$ cat src/rtl/epd_cmd_regs.vh
`ifndef EPD_CMD_REGS_VH
`define EPD_CMD_REGS_VH

`define EPD_CMD_SLEEP 8'h10
`define EPD_CMD_ENTRY 8'h11
`define EPD_CMD_SWRST 8'h12
`define EPD_CMD_HVDET 8'h14
`define EPD_CMD_SUPPLY 8'h15
`define EPD_CMD_PWPROG 8'h16
`define EPD_CMD_AUTOPROG 8'h17
`define EPD_CMD_TSRC 8'h18
`define EPD_CMD_TWR 8'h1A
`define EPD_CMD_TRD 8'h1B
`define EPD_CMD_EXTS 8'h1C
`define EPD_CMD_ACTIVATE 8'h20
`define EPD_CMD_RAMOPT 8'h21
`define EPD_CMD_SEQOPT 8'h22
`define EPD_CMD_WRBW 8'h24
`define EPD_CMD_STATUS 8'h2F
`define EPD_CMD_PROGMODE 8'h39

`define EPD_RST_ENTRY 3'h3
`define EPD_RST_HVDET 8'h00
`define EPD_RST_SUPPLY 3'h4
`define EPD_RST_TSRC 8'h48
`define EPD_RST_TEMP 8'h7F
`define EPD_RST_EXTS 24'h000000
`define EPD_RST_RAMOPT 16'h0000
`define EPD_RST_SEQOPT 8'hFF

`define EPD_TSRC_INT 8'h80
`define EPD_OPT_ZERO 4'h4
`define EPD_OPT_INV 4'h8
`define EPD_AUTO_SEQ 8'hC7
`define EPD_ST_HV_BIT 5
`define EPD_ST_LOW_BIT 4
`define EPD_ST_BUSY_BIT 2

`define EPD_CLK_HZ 20000000
`define EPD_COOL_MS 10
`define EPD_COOL_CYC ((`EPD_COOL_MS * `EPD_CLK_HZ) / 1000)
`define EPD_STEP_CYC 16
`define EPD_RST_CYC 16
`define EPD_DET_CYC 32
`define EPD_OTP_CYC 64

`define EPD_X_MAX 6'h31
`define EPD_Y_MAX 9'h12B

`endif

$ cat src/rtl/epd_cmd_top.v
`timescale 1ns/10ps
`default_nettype none
`include "epd_cmd_regs.vh"

module epd_cmd_top #(
  parameter COOL_CYC = `EPD_COOL_CYC,
  parameter STEP_CYC = `EPD_STEP_CYC,
  parameter DISP_CYC = `EPD_OTP_CYC,
  parameter CHIP_ID = 2'h1
) (
  input wire clk_i,
  input wire sys_rst_i,
  input wire spi_cs_n_i,
  input wire spi_sclk_i,
  input wire spi_mosi_i,
  input wire spi_dc_i,
  output wire spi_miso_o,
  input wire hv_ready_i,
  input wire supply_low_i,
  input wire i2c_done_i,
  input wire [7:0] int_temp_i,
  input wire disp_bw_i,
  input wire disp_red_i,
  output reg disp_bw_o,
  output reg disp_red_o,
  output reg busy_o,
  output reg [1:0] sleep_mode_o,
  output reg clock_on_stage_o,
  output reg analog_on_stage_o,
  output reg [7:0] active_stage_o,
  output reg display_bw_mode_o,
  output reg cascade_link_pin_o,
  output reg otp_prog_o,
  output reg [7:0] otp_area_o,
  output reg [2:0] supply_level_o,
  output reg temp_ext_o,
  output reg i2c_start_o,
  output reg [23:0] ext_sensor_command_o,
  output reg ram_we_o,
  output reg [5:0] ram_x_o,
  output reg [8:0] ram_y_o,
  output reg [7:0] ram_wdata_o,
  output reg spi_overrun_o
);

  // ----------------------------------------------------------------------
  // Operation states
  // ----------------------------------------------------------------------
  localparam ST_IDLE = 6'b000001;
  localparam ST_TIMED = 6'b000010;
  localparam ST_HV = 6'b000100;
  localparam ST_SEQ = 6'b001000;
  localparam ST_I2C = 6'b010000;
  localparam ST_SLEEP = 6'b100000;

  localparam OP_RESET = 2'h0;
  localparam OP_SUPPLY = 2'h1;
  localparam OP_PW = 2'h2;

  // ----------------------------------------------------------------------
  // Functions
  // ----------------------------------------------------------------------
  function [8:0] epd_step;
    input [8:0] val;
    input inc;
    input [8:0] max;
    begin
      if (inc) begin
        epd_step = (val == max) ? 9'h000 : val + 9'h001;
      end else begin
        epd_step = (val == 9'h000) ? max : val - 9'h001;
      end
    end
  endfunction

  function epd_ram_opt;
    input bit_in;
    input [3:0] opt;
    begin
      case (opt)
        `EPD_OPT_ZERO: epd_ram_opt = 1'b0;
        `EPD_OPT_INV: epd_ram_opt = ~bit_in;
        default: epd_ram_opt = bit_in;
      endcase
    end
  endfunction

  // ----------------------------------------------------------------------
  // Serial link sampling
  // ----------------------------------------------------------------------
  reg [3:0] sync_a;
  reg [3:0] sync_b;
  reg sclk_d;
  reg [2:0] bit_cnt;
  reg [7:0] rx_shift;
  reg rx_valid;
  reg [8:0] rx_word;
  wire rx_ready;
  wire sclk_rise;
  wire sclk_fall;
  wire cs_n_s;
  wire mosi_s;
  wire dc_s;

  assign cs_n_s = sync_b[0];
  assign mosi_s = sync_b[2];
  assign dc_s = sync_b[3];
  assign sclk_rise = sync_b[1] & ~sclk_d;
  assign sclk_fall = ~sync_b[1] & sclk_d;

  always @(posedge clk_i) begin
    if (sys_rst_i) begin
      sync_a <= 4'h1;
      sync_b <= 4'h1;
      sclk_d <= 1'b0;
      bit_cnt <= 3'h0;
      rx_shift <= 8'h00;
      rx_valid <= 1'b0;
      rx_word <= 9'h000;
      spi_overrun_o <= 1'b0;
    end else begin
      sync_a <= {spi_dc_i, spi_mosi_i, spi_sclk_i, spi_cs_n_i};
      sync_b <= sync_a;
      sclk_d <= sync_b[1];
      if (rx_valid && rx_ready) begin
        rx_valid <= 1'b0;
      end
      if (cs_n_s) begin
        bit_cnt <= 3'h0;
      end else if (sclk_rise) begin
        rx_shift <= {rx_shift[6:0], mosi_s};
        bit_cnt <= bit_cnt + 3'h1;
        if (bit_cnt == 3'h7) begin
          // A byte that finds the buffer full is lost and flagged.
          if (rx_valid && !rx_ready) begin
            spi_overrun_o <= 1'b1;
          end else begin
            rx_valid <= 1'b1;
            rx_word <= {dc_s, rx_shift[6:0], mosi_s};
          end
        end
      end
    end
  end

  // ----------------------------------------------------------------------
  // Byte buffer
  // ----------------------------------------------------------------------
  reg [5:0] state;
  wire fifo_valid;
  wire [8:0] fifo_word;
  wire pop;

  epd_fifo #(
    .W(9),
    .D(8),
    .AW(3)
  ) u_fifo (
    .clk_i(clk_i),
    .sys_rst_i(sys_rst_i),
    .in_valid_i(rx_valid),
    .in_ready_o(rx_ready),
    .in_data_i(rx_word),
    .out_valid_o(fifo_valid),
    .out_ready_i(state == ST_IDLE),
    .out_data_o(fifo_word)
  );

  assign pop = fifo_valid && (state == ST_IDLE);

  // ----------------------------------------------------------------------
  // Command decoder and operation engine
  // ----------------------------------------------------------------------
  reg [7:0] cur_cmd;
  reg [1:0] pidx;
  reg [2:0] entry_direction;
  reg [7:0] hv_detect_setup;
  reg [7:0] temperature_value;
  reg [15:0] update_ram_option;
  reg [7:0] update_sequence_option;
  reg otp_internal;
  reg hv_flag;
  reg low_flag;
  reg [1:0] op_kind;
  reg op_otp;
  reg [7:0] seq_mask;
  reg [2:0] sidx;
  reg [2:0] hv_loops;
  reg [31:0] cnt;
  reg [7:0] rd_shift;
  wire [7:0] dbyte;
  wire dflag;
  wire [8:0] x_next;
  wire [8:0] y_next;
  wire [8:0] x_wrap;
  wire [8:0] y_wrap;
  wire [31:0] cool_len;
  wire [31:0] stage_len;

  assign dbyte = fifo_word[7:0];
  assign dflag = fifo_word[8];
  assign spi_miso_o = rd_shift[7];
  assign x_next = epd_step({3'h0, ram_x_o}, entry_direction[0],
    {3'h0, `EPD_X_MAX});
  assign y_next = epd_step(ram_y_o, entry_direction[1], `EPD_Y_MAX);
  assign x_wrap = entry_direction[0] ? 9'h000 : {3'h0, `EPD_X_MAX};
  assign y_wrap = entry_direction[1] ? 9'h000 : `EPD_Y_MAX;
  assign cool_len = COOL_CYC * ({29'h0, hv_detect_setup[6:4]} + 32'h1);
  assign stage_len = (sidx == 3'h2) ? DISP_CYC : STEP_CYC;

  always @(posedge clk_i) begin
    if (sys_rst_i) begin
      busy_o <= 1'b0;
    end else begin
      busy_o <= (state != ST_IDLE);
    end
  end

  always @(posedge clk_i) begin
    disp_bw_o <= sys_rst_i ? 1'b0 :
      epd_ram_opt(disp_bw_i, update_ram_option[11:8]);
    disp_red_o <= sys_rst_i ? 1'b0 :
      epd_ram_opt(disp_red_i, update_ram_option[15:12]);
  end

  always @(posedge clk_i) begin
    if (sys_rst_i || (state == ST_TIMED && op_kind == OP_RESET &&
        cnt == 32'h0)) begin
      if (sys_rst_i) begin
        sleep_mode_o <= 2'h0;
        state <= ST_IDLE;
        rd_shift <= 8'h00;
        op_kind <= OP_RESET;
        op_otp <= 1'b0;
        cnt <= 32'h0;
      end else begin
        state <= ST_IDLE;
      end
      cur_cmd <= 8'h00;
      pidx <= 2'h0;
      entry_direction <= `EPD_RST_ENTRY;
      hv_detect_setup <= `EPD_RST_HVDET;
      supply_level_o <= `EPD_RST_SUPPLY;
      temp_ext_o <= 1'b1;
      temperature_value <= `EPD_RST_TEMP;
      ext_sensor_command_o <= `EPD_RST_EXTS;
      update_ram_option <= `EPD_RST_RAMOPT;
      update_sequence_option <= `EPD_RST_SEQOPT;
      cascade_link_pin_o <= 1'b0;
      otp_internal <= 1'b0;
      hv_flag <= 1'b0;
      low_flag <= 1'b0;
      clock_on_stage_o <= 1'b0;
      analog_on_stage_o <= 1'b0;
      active_stage_o <= 8'h00;
      display_bw_mode_o <= 1'b0;
      otp_prog_o <= 1'b0;
      otp_area_o <= 8'h00;
      i2c_start_o <= 1'b0;
      ram_we_o <= 1'b0;
      ram_x_o <= 6'h00;
      ram_y_o <= 9'h000;
      ram_wdata_o <= 8'h00;
      seq_mask <= 8'h00;
      sidx <= 3'h7;
      hv_loops <= 3'h0;
    end else begin
      ram_we_o <= 1'b0;
      i2c_start_o <= 1'b0;
      // The fall that closes a byte leaves a freshly loaded reply intact.
      if (!cs_n_s && sclk_fall && bit_cnt != 3'h0) begin
        rd_shift <= {rd_shift[6:0], 1'b0};
      end
      case (state)
        ST_IDLE: begin
          if (pop && !dflag) begin
            cur_cmd <= dbyte;
            pidx <= 2'h0;
            case (dbyte)
              `EPD_CMD_SWRST: begin
                state <= ST_TIMED;
                op_kind <= OP_RESET;
                cnt <= `EPD_RST_CYC;
              end
              `EPD_CMD_TRD: begin
                rd_shift <= temperature_value;
              end
              `EPD_CMD_STATUS: begin
                rd_shift <= {2'h0, hv_flag, low_flag, 1'b0, busy_o, CHIP_ID};
              end
              `EPD_CMD_ACTIVATE: begin
                state <= ST_SEQ;
                seq_mask <= update_sequence_option;
                display_bw_mode_o <= update_sequence_option[3];
                op_otp <= 1'b0;
                sidx <= 3'h7;
                cnt <= 32'h0;
              end
              default: begin
              end
            endcase
          end else if (pop) begin
            pidx <= (pidx == 2'h3) ? 2'h3 : pidx + 2'h1;
            case (cur_cmd)
              `EPD_CMD_SLEEP: begin
                if (dbyte[0]) begin
                  sleep_mode_o <= dbyte[1:0];
                  state <= ST_SLEEP;
                end
              end
              `EPD_CMD_ENTRY: entry_direction <= dbyte[2:0];
              `EPD_CMD_HVDET: begin
                hv_detect_setup <= dbyte;
                if (clock_on_stage_o && analog_on_stage_o) begin
                  state <= ST_HV;
                  cnt <= COOL_CYC * ({29'h0, dbyte[6:4]} + 32'h1);
                  hv_loops <= dbyte[2:0];
                end
              end
              `EPD_CMD_SUPPLY: begin
                supply_level_o <= dbyte[2:0];
                if (clock_on_stage_o && analog_on_stage_o &&
                    dbyte[2]) begin
                  state <= ST_TIMED;
                  op_kind <= OP_SUPPLY;
                  cnt <= `EPD_DET_CYC;
                end
              end
              `EPD_CMD_PWPROG: begin
                if (clock_on_stage_o) begin
                  state <= ST_TIMED;
                  op_kind <= OP_PW;
                  otp_area_o <= `EPD_CMD_PWPROG;
                  otp_prog_o <= 1'b1;
                  cnt <= `EPD_OTP_CYC;
                end
              end
              `EPD_CMD_AUTOPROG: begin
                if (otp_internal && (dbyte == 8'h08 || dbyte == 8'h16 ||
                    dbyte == 8'h2A || dbyte == 8'h30 || dbyte == 8'h36)) begin
                  state <= ST_SEQ;
                  seq_mask <= `EPD_AUTO_SEQ;
                  op_otp <= 1'b1;
                  otp_area_o <= dbyte;
                  sidx <= 3'h7;
                  cnt <= 32'h0;
                end
              end
              `EPD_CMD_TSRC: temp_ext_o <= (dbyte != `EPD_TSRC_INT);
              `EPD_CMD_TWR: temperature_value <= dbyte;
              `EPD_CMD_EXTS: begin
                case (pidx)
                  2'h0: ext_sensor_command_o[23:16] <= dbyte;
                  2'h1: ext_sensor_command_o[15:8] <= dbyte;
                  default: ext_sensor_command_o[7:0] <= dbyte;
                endcase
                if (pidx == 2'h2 && clock_on_stage_o) begin
                  state <= ST_I2C;
                  i2c_start_o <= 1'b1;
                end
              end
              `EPD_CMD_RAMOPT: begin
                if (pidx == 2'h0) begin
                  update_ram_option[15:8] <= dbyte;
                end else if (pidx == 2'h1) begin
                  update_ram_option[7:0] <= dbyte;
                  cascade_link_pin_o <= dbyte[4];
                end
              end
              `EPD_CMD_SEQOPT: update_sequence_option <= dbyte;
              `EPD_CMD_PROGMODE: otp_internal <= (dbyte[1:0] == 2'h3);
              `EPD_CMD_WRBW: begin
                ram_we_o <= 1'b1;
                ram_wdata_o <= dbyte;
                if (!entry_direction[2]) begin
                  ram_x_o <= x_next[5:0];
                  if (x_next == x_wrap) begin
                    ram_y_o <= y_next;
                  end
                end else begin
                  ram_y_o <= y_next;
                  if (y_next == y_wrap) begin
                    ram_x_o <= x_next[5:0];
                  end
                end
              end
              default: begin
              end
            endcase
          end
        end
        ST_TIMED: begin
          if (cnt != 32'h0) begin
            cnt <= cnt - 32'h1;
          end else begin
            state <= ST_IDLE;
            otp_prog_o <= 1'b0;
            if (op_kind == OP_SUPPLY) begin
              low_flag <= supply_low_i;
            end
          end
        end
        ST_HV: begin
          if (cnt > 32'h1) begin
            cnt <= cnt - 32'h1;
          end else if (hv_ready_i) begin
            hv_flag <= 1'b0;
            state <= ST_IDLE;
          end else if (hv_loops <= 3'h1) begin
            hv_flag <= 1'b1;
            state <= ST_IDLE;
          end else begin
            hv_loops <= hv_loops - 3'h1;
            cnt <= cool_len;
          end
        end
        ST_SEQ: begin
          // Stage three is passed over in one cycle; the colour mode is set only when Activate starts the sequence, not for auto programming.
          if (!seq_mask[sidx] || sidx == 3'h3) begin
            active_stage_o <= 8'h00;
            sidx <= sidx - 3'h1;
            cnt <= 32'h0;
            if (sidx == 3'h0) begin
              state <= ST_IDLE;
            end
          end else if (cnt + 32'h1 < stage_len) begin
            cnt <= cnt + 32'h1;
            active_stage_o <= 8'h01 << sidx;
            otp_prog_o <= op_otp && (sidx == 3'h2);
          end else begin
            cnt <= 32'h0;
            active_stage_o <= 8'h00;
            otp_prog_o <= 1'b0;
            case (sidx)
              3'h7: clock_on_stage_o <= 1'b1;
              3'h6: analog_on_stage_o <= 1'b1;
              3'h5: begin
                if (!temp_ext_o) begin
                  temperature_value <= int_temp_i;
                end
              end
              3'h1: analog_on_stage_o <= 1'b0;
              3'h0: clock_on_stage_o <= 1'b0;
              default: begin
              end
            endcase
            sidx <= sidx - 3'h1;
            if (sidx == 3'h0) begin
              state <= ST_IDLE;
            end
          end
        end
        ST_I2C: begin
          if (i2c_done_i) begin
            state <= ST_IDLE;
          end
        end
        ST_SLEEP: begin
          state <= ST_SLEEP;
        end
        default: state <= ST_IDLE;
      endcase
    end
  end

endmodule // epd_cmd_top

`default_nettype wire

$ cat src/rtl/epd_fifo.v
`timescale 1ns/10ps
`default_nettype none

module epd_fifo #(
  parameter W = 9,
  parameter D = 8,
  parameter AW = 3
) (
  input wire clk_i,
  input wire sys_rst_i,
  input wire in_valid_i,
  output wire in_ready_o,
  input wire [W-1:0] in_data_i,
  output wire out_valid_o,
  input wire out_ready_i,
  output wire [W-1:0] out_data_o
);

  reg [W-1:0] mem [0:D-1];
  reg [AW-1:0] wr_ptr;
  reg [AW-1:0] rd_ptr;
  reg [AW:0] count;
  wire push;
  wire pop;

  assign in_ready_o = (count != D[AW:0]);
  assign out_valid_o = (count != {(AW+1){1'b0}});
  assign out_data_o = mem[rd_ptr];
  assign push = in_valid_i & in_ready_o;
  assign pop = out_valid_o & out_ready_i;

  always @(posedge clk_i) begin
    if (push) begin
      mem[wr_ptr] <= in_data_i;
    end
  end

  always @(posedge clk_i) begin
    if (sys_rst_i) begin
      wr_ptr <= {AW{1'b0}};
      rd_ptr <= {AW{1'b0}};
      count <= {(AW+1){1'b0}};
    end else begin
      if (push) begin
        wr_ptr <= (wr_ptr == D[AW-1:0] - 1'b1) ? {AW{1'b0}} : wr_ptr + 1'b1;
      end
      if (pop) begin
        rd_ptr <= (rd_ptr == D[AW-1:0] - 1'b1) ? {AW{1'b0}} : rd_ptr + 1'b1;
      end
      if (push && !pop) begin
        count <= count + 1'b1;
      end else if (pop && !push) begin
        count <= count - 1'b1;
      end
    end
  end

endmodule // epd_fifo

`default_nettype wire

$ cat config.mk
export PLATFORM = sky130hd
export DESIGN_NAME = epd_cmd_top
export DESIGN_NICKNAME = d
export VERILOG_FILES = /design/src/rtl/epd_cmd_top.v /design/src/rtl/epd_fifo.v
export VERILOG_INCLUDE_DIRS = /design/src /design/src/rtl
export SDC_FILE = /design/constraint.sdc
export NUM_CORES = 1
export LEC_CHECK = 0
export ABC_AREA = 0
export ABC_CLOCK_PERIOD_IN_PS = 6500
export BUFFER_PORTS_ARGS = -buffer_cell sky130_fd_sc_hd__buf_2
export CAP_MARGIN = 20
export CORE_UTILIZATION = 62
export CTS_BUF_LIST = sky130_fd_sc_hd__clkbuf_16
export DETAILED_ROUTE_END_ITERATION = 12
export GPL_TIMING_DRIVEN = 0
export PLACE_DENSITY = 0.86
export SYNTH_ARGS = -nofsm -noshare
export SYNTH_HDL_FRONTEND = slang
export SYNTH_SLANG_ARGS = --single-unit
$ cat constraint.sdc
create_clock -name clk_i -period 6.5 [get_ports clk_i]
set_clock_uncertainty 0.2 [all_clocks]
set_input_delay 0.325 -clock clk_i [delete_from_list [all_inputs] [get_ports clk_i]]
set_output_delay 0.325 -clock clk_i [all_outputs]
set_load 0.02 [all_outputs]
; ---- Yosys cells after proc, flatten, opt, wreduce, memory -nomap -nowiden
; Memories as Yosys holds them, arrays and structs flattened. A register that Yosys moved wholly into a read port is not among the register bits.
; Index checks and enable logic that the tools add are counted.
[totals]
mem_bits_rw = 72
output_inout_bits = 81
in_bits = 19
word_cells = 439
latchBits = 0
romBits = 0
regBits = 229
memories = 1
[mem_list]
columns = name, depth, width, read_ports, rd_ports_with_merged_regs, wr, line_no
row1 = u_fifo.mem, 8, 9, 1, 1, 1, epd_fifo.v:19  ; reg [W-1:0] mem [0:D-1];
[op_classes]
addsub = 16
magnitude_cmp = 4
div_mod_pow = 0
n_mux = 146
multipliers = 2
n_eq_ne = 103
n_reduce_logical = 96
bitwise = 20
shifts = 1
[op_table]
columns = operator, n
row1 = $mux 32, 14
row2 = $pmux 32 s4, 2
row3 = $mux 8, 21
row4 = $mux 6, 19
row5 = $eq 8x5->1 const B, 12
row6 = $eq 8x6->1 const B, 9
row7 = $mux 9, 8
row8 = $pmux 6 s6, 2
row9 = $pmux 32 s2, 1
row10 = $mux 3, 18
row11 = $ne 4x4->1 const B, 13
row12 = $pmux 8 s2, 3
row13 = $reduce_and 4->1, 11
row14 = $ne 2x2->1 const B, 19
row15 = $reduce_and 5->1, 7
row16 = $mux 2, 17
row17 = $add 32x1->32 const B, 1
row18 = $gt 32x1->1 const B, 1
row19 = $logic_not 32->1, 1
row20 = $lt 32x7->1, 1
row21 = $mul 12x4->16 const A, 2
row22 = $reduce_bool 32->1, 1
row23 = $sub 32x1->32 const B, 1
row24 = $reduce_and 6->1, 5
row25 = 69 further kinds, 199

; ---- Logic depth before layout (Yosys ltp)
; Gate-level depths: netlist of run 1.
[logic_depth]
depth_word = 12
ltp_mapped = 22
ltp_nobuf = 18

; ---- Cells and area by module
; Synthesis of run 1 repeated with hierarchy kept, for this count alone.
[unflattened]
cells_unflattened = 1696
hier_area_um2 = 16179.3
[by_module_without_submodules]
columns = module, seq_area_each_um2, cells_each, area_per_inst_um2, instances
row1 = epd_cmd_top, 4754.6, 1517, 12744.7, 1
row2 = epd_fifo, 2422.3, 179, 3434.5, 1

; ---- Worst setup path after synthesis of run 1
; OpenSTA, ideal clock, no wires.
[synth_path]
kind = register to register
startpoint = register (tool-made name)
endpoint = register cnt[21] (data pin)
n_path_buf = 3
arrival_ps = 5153
stages_incl_launch_ff = 22
period_less_slack_ps = 5636
setup_ps = 283
setup_slack_ps = 864
required_time_ps = 6017
cell_sequence = dfxtp_1 buf_2 buf_1 mux4_2 mux2i_1 clkbuf_1 inv_1 ha_1 xnor2_1 xor2_1 ha_1 a21o_1 ha_1 a21o_1 a21oi_1 nor2b_1 o21ai_0 nand2_1 a31o_2 a21oi_1 xor2_1 o22ai_1
[synth_lines]
columns = item, line_no
row1 = end signal: assignment, epd_cmd_top.v:283  ; cnt <= `EPD_RST_CYC;
row2 = end signal: assignment, epd_cmd_top.v:316  ; cnt <= COOL_CYC * ({29'h0, dbyte[6:4]} + 32'h1);
row3 = end signal: assignment, epd_cmd_top.v:326  ; cnt <= `EPD_DET_CYC;
row4 = end: declaration, epd_cmd_top.v:189  ; reg [31:0] cnt;

==> results.yml, run 1 <==
sta:
  rsz0062_at_grt: "false"
  hold_viol: 0
  clock.fmax_mhz: 171
  max-slew-margin-rel_pct: 33.0
  worst_pin_slew_ns: 0.995
  timing.final.crit_share_pct: 90.0
  finalCriticalPeriod_ns: 5.85
  slew_viol_final: 0
  setup_tns_ns: 0
  hold_ws_ns: 0.0128
  setup_viol: 0
  fin_ws_ns: 0.650
cts:
  clkSinkCount: 300
  htree_levels: 1
  clkSlewWorstSetupHoldPaths_ns: 0.06
  clockBufferDepth: 3
  cts_root_buf: "clkbuf_16"
  cts_made_buffers: 30
  clk_latency_ns: 0.59
  cts_tree: "done"
global_routing:
  grt_antenna_before_repair: 1
  grt_pass1_wl_um: 69500
  overflow: 0
  grt_pass1_vias: 13404
  grt_util_all_layers_pct: 33.1
  grt_max_degree: 25
status:
  status: "complete, no violations"
floorplan:
  num_rows: 58
  die_y_um: 163
  io_pins: 100
  initial_utilization_pct: 63.4
  die_x_um: 163
  dieArea_um2: 26600
  core_um2: 25300
power_and_ir_drop:
  power.density_nw_per_um2: 362
  power_leakage_uw: 0.00687
  vdd_drop_max_v: 0.000295
  total_power_uw: 6600
synth:
  synth_seq_cells: 300
  synth_cell_type_count: 90
  synth-main-ff-cell: "dfxtp_1"
  syn_avg_cell_area_um2: 9.50
  synthArstFlopShare_pct: 0
  syn_area_um2: 16100
  yosysSeqAreaShare_pct: 44.7
  synthCells: 1692
  ys_warn_count: 0
  synth-edff-count: 117
  syn-num-nets: 1779
hold_path:
  hold_class: "in2reg"
worst_setup_path:
  crit_arrival_ns: 5.92
  cpPeakStageDelay_ns: 0.52
  worstPathRequired_ns: 6.57
  crit_chain: "buf_2 > buf_2 > mux4_2 > mux2i_1 > clkbuf_2 > ha_1 > ha_1 > xor2_1 > ha_1 > a21o_1 > ha_1 > a21o_1 > a21oi_1 > nor2b_1 > o21ai_0 > nand2_1 > a31o_2 > a21oi_1 > xor2_1 > o22ai_1"
  start_kind: "flip-flop"
  crit_buf_inv: 3
  end_kind: "flip-flop"
  path_delay_family: "compound AO/OA/AOI/OAI gates"
  cpMostUsedCell: "ha_1"
  path_max_fanout: 19
  cp_slowest_cell: "mux2i_1"
  worstSetupPathType: "reg2reg"
place:
  place_congestion: 0.988
  dpl.hpwl_um: 31500
  port_buffers: 98
  dp_slack_ns: -0.258
final_layout:
  final_common_cell: "nor2_1"
  final_cell_mix: "nor2_1 (246), dfxtp_1 (183), nand2_1 (132)"
  final_util_pct: 72.1
  drive_gt1_share_pct: 14.1
  nFillCells: 1819
  area_delta_synth_final_pct: 13.6
  nNetsFinal: 1931
  antenna_cells: 0
drt:
  drt-initial-drc-count: 1730
  viasPerCell: 6.40
  drtPass1Iterations: 8
  drtAntennaViolNets: 0
  drt-total-wl_um: 44200
  drc_errors: 0
  wl_per_cell_um: 20.1
  routed-via-count: 14067
job:
  cap_viol_max_count: 0
## sequential cells by signal, indices dropped and copies added (netlist names), 4 cells and up, named ones only
signal,cells
u_fifo.mem,72
state,6
seq_mask,8
rx_shift,7
sync_b,4
ram_y_o,9
u_fifo.count,4
sync_a,4
rx_word,9
active_stage_o,8
ram_x_o,6
update_sequence_option,8
ext_sensor_command_o,24
otp_area_o,8
rd_shift,8
temperature_value,8
cur_cmd,8
ram_wdata_o,8
update_ram_option,8
cnt,32
## Yosys cell counts, types with 6 or more instances
master    number  share of area (%)
nor2_1       246                5.7
dfxtp_1      183                 23
nand2_1      132                3.1
edfxtp_1     117                 22
a21oi_1       79                2.5
clkbuf_1      79                1.8
ha_1          66                5.1
mux2i_1       63                3.9
nor3_1        61                1.9
a211oi_1      53                2.5
inv_1         48                1.1
o21ai_0       45                1.4
xnor2_1       40                2.2
nand3_1       37                1.2
a22oi_1       26                1.2
nor2b_1       21               0.82
nor4_1        21               0.82
mux2_2        20                1.4
xor2_1        20                1.1
mux4_2        19                2.7
nand4_1       18               0.70
a31oi_1       17               0.66
and3_1        15               0.58
o211ai_1      15               0.70
o22ai_1       15               0.58
or3_1         15               0.58
nand2b_1      14               0.55
buf_4         12               0.56
a21o_1        11               0.51
buf_2         11               0.34
or2_2         11               0.43
nor3b_1       10               0.47
and2_1         9               0.35
nor4b_1        7               0.38
o21ai_1        7               0.22
a32oi_1        6               0.33
buf_1          6               0.14
o21a_1         6               0.28
or4_1          6               0.28
## worst reg2reg max path: cells and delay by family (launching register included)
kind / cells / cell delay [ns]
flops: 1 / 0.36
mux: 2 / 0.89
compound gates: 7 / 1.22
xor+xnor: 2 / 0.37
buf+inv: 3 / 1.17
fa+ha+maj: 4 / 1.14
simple gates: 2 / 0.18
## metal layers
layer  up-vias  track usage, %  share of wire (%)
met1      6736            44.8                 41
met5         -               0                  0
met4         0            12.1                3.5
met3       130            3.57                8.4
met2       710            54.8                 47
li1       6491               -                  -
## worst paths after layout
kind / from / slack, ns / to / depth (start not counted)
setup / recovery: flip-flop / 0.65 / cnt[21] / 20
setup reg to reg: flip-flop / 0.65 / cnt[21] / 20
hold / removal: int_temp_i[4] / 0.01 / temperature_value[4] / 5
hold reg to reg: sync_a[0] / 0.23 / sync_b[0] / 1
## per-stage QoR
| stage | cells | instance area (um^2) |
|---|---|---|
| floorplan | 1692 | 16100 |
| global placement | 2120 | 17000 |
| detailed placement | 2127 | 17100 |
| CTS | 2199 | 18300 |
| global route | 2198 | 18300 |
| finish | 2198 | 18300 |
## repair_timing
item,in CTS,in global routing
resized for setup,1,5
setup buffers,0,0
endpoints found under the setup margin,3,3
hold buffers,17,0
pin swaps,0,0
hold endpoints to repair,18,0
## cell families after synthesis
family                     share of synthesized area [%]
adders and majority gates                           5.39
DFF                                                 44.7
AOI/OAI and AO/OA                                   14.5
muxes                                               7.99
and+or+nand+nor                                     20.0
buffers and inverters                               4.16
xor gates and xnor gates                            3.27
## area by class of cell
cell class              instances  area [um^2]  share of cell area [%]
repair buffers                122          734                    4.02
inverters                      50          188                    1.03
clock inverters                25          229                    1.25
multi-input cells            1232         8260                    45.3
clock buffers                  31          776                    4.25
well taps                     330          413                    2.26
plain buffers                 108          477                    2.61
flip-flops and latches        300         7180                    39.3
## where the power goes
part           switching (uW)  internal [uW]  leakage (uW)
Combinational            1560            937       0.00374
Clock                     767            989      0.000488
Sequential                155           2190       0.00264
Total                    2480           4120       0.00687
Note: power is estimated with default switching activity, not from simulation.
==> run 2: changes to the inputs <==
--- a/config.mk
+++ b/config.mk
@@ -14,6 +14,7 @@
 export CTS_BUF_LIST = sky130_fd_sc_hd__clkbuf_16
 export DETAILED_ROUTE_END_ITERATION = 12
 export GPL_TIMING_DRIVEN = 0
+export MAX_ROUTING_LAYER = met4
 export PLACE_DENSITY = 0.86
 export SYNTH_ARGS = -nofsm -noshare
 export SYNTH_HDL_FRONTEND = slang
==> run 2 against run 1 <==
  * Global-route usage rose by 1.0 points
  * Wire length fell by 0.12%
  * Non-clock buffer count fell by 3
  * Worst hold slack got worse by 0.0090 ns
  * Via count fell by 1.1%
  * Sequential power barely moved
  * Cell count fell by 0.14%
  * Critical endpoint unchanged
  * Core utilization fell by 0.46 points
  * First-iteration DRC count fell by 7.6%
  * Final area fell by 0.64%
  * Count of clock-buffer cells in the layout fell by 1
  * Clock power fell by 6%
==> results.yml, run 2 (synthesized netlist as in run 1, its figures left out) <==
sta:
  timing.final.crit_share_pct: 94.2
  slew_viol_final: 0
  hold_viol: 0
  setup_viol: 0
  max-slew-margin-rel_pct: 21.9
  clock.fmax_mhz: 163
  finalCriticalPeriod_ns: 6.12
  worst_pin_slew_ns: 1.16
  rsz0062_at_grt: "false"
worst_setup_path:
  crit_arrival_ns: 6.19
  ff2ff_path_depth: 21
  crit_chain: "buf_2 > buf_2 > mux4_2 > mux2i_1 > clkbuf_2 > inv_1 > ha_1 > xnor2_1 > xor2_1 > ha_1 > a21o_1 > ha_1 > a21o_1 > a21oi_1 > nor2b_1 > o21ai_0 > nand2_1 > a31o_2 > a21oi_1 > xor2_1 > o22ai_1"
  start_kind: "flip-flop"
  cpPeakStageDelay_ns: 0.54
  r2r_setup_slack_ns: 0.38
  path_max_fanout: 19
  worstSetupPathType: "reg2reg"
  worstReg2RegEnd: "cnt[21]"
  end_kind: "flip-flop"
  crit_buf_inv: 4
  cpMostUsedCell: "ha_1"
  path_delay_family: "buffers and inverters"
  worstPathRequired_ns: 6.57
  cp_slowest_cell: "mux2i_1"
final_layout:
  top_register: "u_fifo.mem"
  nFillCells: 1849
  area_delta_synth_final_pct: 12.9
  final_cell_mix: "nor2_1 (246), dfxtp_1 (183), nand2_1 (132)"
  final_util_pct: 71.6
  largestRegisters: "u_fifo.mem x72, cnt x32, ext_sensor_command_o x24"
  antenna_cells: 0
  drive_gt1_share_pct: 13.8
  final_common_cell: "nor2_1"
  design_area_um2: 18100
  largest_reg_flops: 72
  nNetsFinal: 1928
power_and_ir_drop:
  p_sw_share_pct: 37.6
  total_power_uw: 6470
  power.density_nw_per_um2: 357
  p_sw_uw: 2440
  power_frac_clock_pct: 25.5
  power_leakage_uw: 0.00684
  vdd_drop_max_v: 0.000273
  intPower_uw: 4040
  combPwrFrac_pct: 38.3
  seqPwrFrac_pct: 36.3
drt:
  viasPerCell: 6.34
  drtAntennaViolNets: 0
  drc_errors: 0
  drtPass1Iterations: 6
  routed-via-count: 13917
  drt-initial-drc-count: 1598
  drt-total-wl_um: 44200
  wl_per_cell_um: 20.1
floorplan:
  io_pins: 100
  die_x_um: 163
  initial_utilization_pct: 63.4
  dieArea_um2: 26600
  num_rows: 58
  die_y_um: 163
  core_um2: 25300
cts:
  cts_made_buffers: 30
  htree_levels: 1
  clkSinkCount: 300
  cts_tree: "done"
  clkSlewWorstSetupHoldPaths_ns: 0.06
  clk_latency_ns: 0.57
  cts_root_buf: "clkbuf_16"
  clockBufferDepth: 3
global_routing:
  overflow: 0
  grt_pass1_wl_um: 69100
  grt_antenna_before_repair: 0
  met2_usage_pct: 55.0
  grt_pass1_vias: 13295
  grt.busiest_layer: "met2"
  grt_max_degree: 23
  grt_util_all_layers_pct: 34.1
  gr-usage-met1_pct: 43.6
  use_met3_pct: 4.74
place:
  dpl.hpwl_um: 31900
  placed_area_um2: 17100
  port_buffers: 98
  place_congestion: 0.992
hold_path:
  holdPathEnd: "temperature_value[0]"
  worstHoldStart: "int_temp_i[0]"
  hold_class: "in2reg"
  min_path_cells: 5
status:
  status: "complete, no violations"
job:
  cap_viol_max_count: 0
run 2: stage by stage:
stage	setup WS (ns)	hold WS, ns	instances	setup TNS [ns]
floorplan	0.864	0.189	1692	0
global placement	-0.747	0.205	2120	-9.15
detailed placement	-0.353	0.203	2127	-0.652
CTS	0.0990	0.00904	2196	0
global route	0.0204	0.0599	2195	0
finish	0.376	0.00377	2195	0
run 2: worst max-delay path by stage:
stage,slack (ns),start,end,depth (start not counted)
floorplan,0.86,flip-flop,cnt[21],21
global placement,-0.75,flip-flop,cnt[21],21
detailed placement,-0.35,flip-flop,cnt[21],21
finish,0.38,flip-flop,cnt[21],21
CTS,0.1,flip-flop,cnt[21],22
global route,0.02,flip-flop,cnt[21],21
run 2: timing repair:
item | in CTS | in global routing
endpoints found under the setup margin | 3 | 3
hold endpoints to repair | 15 | 0
hold buffers | 14 | 0
gates resized for setup | 2 | 1
setup buffers | 0 | 0
run 2: cell type report:
type | count | area, um^2 | area share, %
multi-input combinational | 1232 | 8260 | 45.5
sequential | 300 | 7180 | 39.6
clock buffer | 30 | 751 | 4.14
timing repair buffer | 119 | 704 | 3.88
buffer | 108 | 478 | 2.64
tap | 330 | 413 | 2.28
inverter | 50 | 188 | 1.03
clock inverter | 26 | 173 | 0.952
run 2: worst register-to-register path: cells and delay by family, from the launching register on:
family | cells | cell delay [ns]
xor+xnor | 3 | 0.84
buf+inv | 4 | 1.29
mux | 2 | 0.93
fa+ha+maj | 3 | 0.78
flops | 1 | 0.36
simple gates | 2 | 0.18
compound gates | 7 | 1.25
run 2: per-layer routing:
layer	vias to the layer above	wire, um
li1	6483	-
met1	6614	18300
met5	-	0
met2	683	20700
met4	0	1570
met3	137	3580
run 2: power by group through the flow:
stage               Clock (uW)  Sequential [uW]  Combinational, uW
detailed placement           0             2380               2400
global route              1710             2370               2710
global placement             0             2370               2310
floorplan                    0             2350               1750
finish                    1650             2350               2480
CTS                       1640             2340               2430
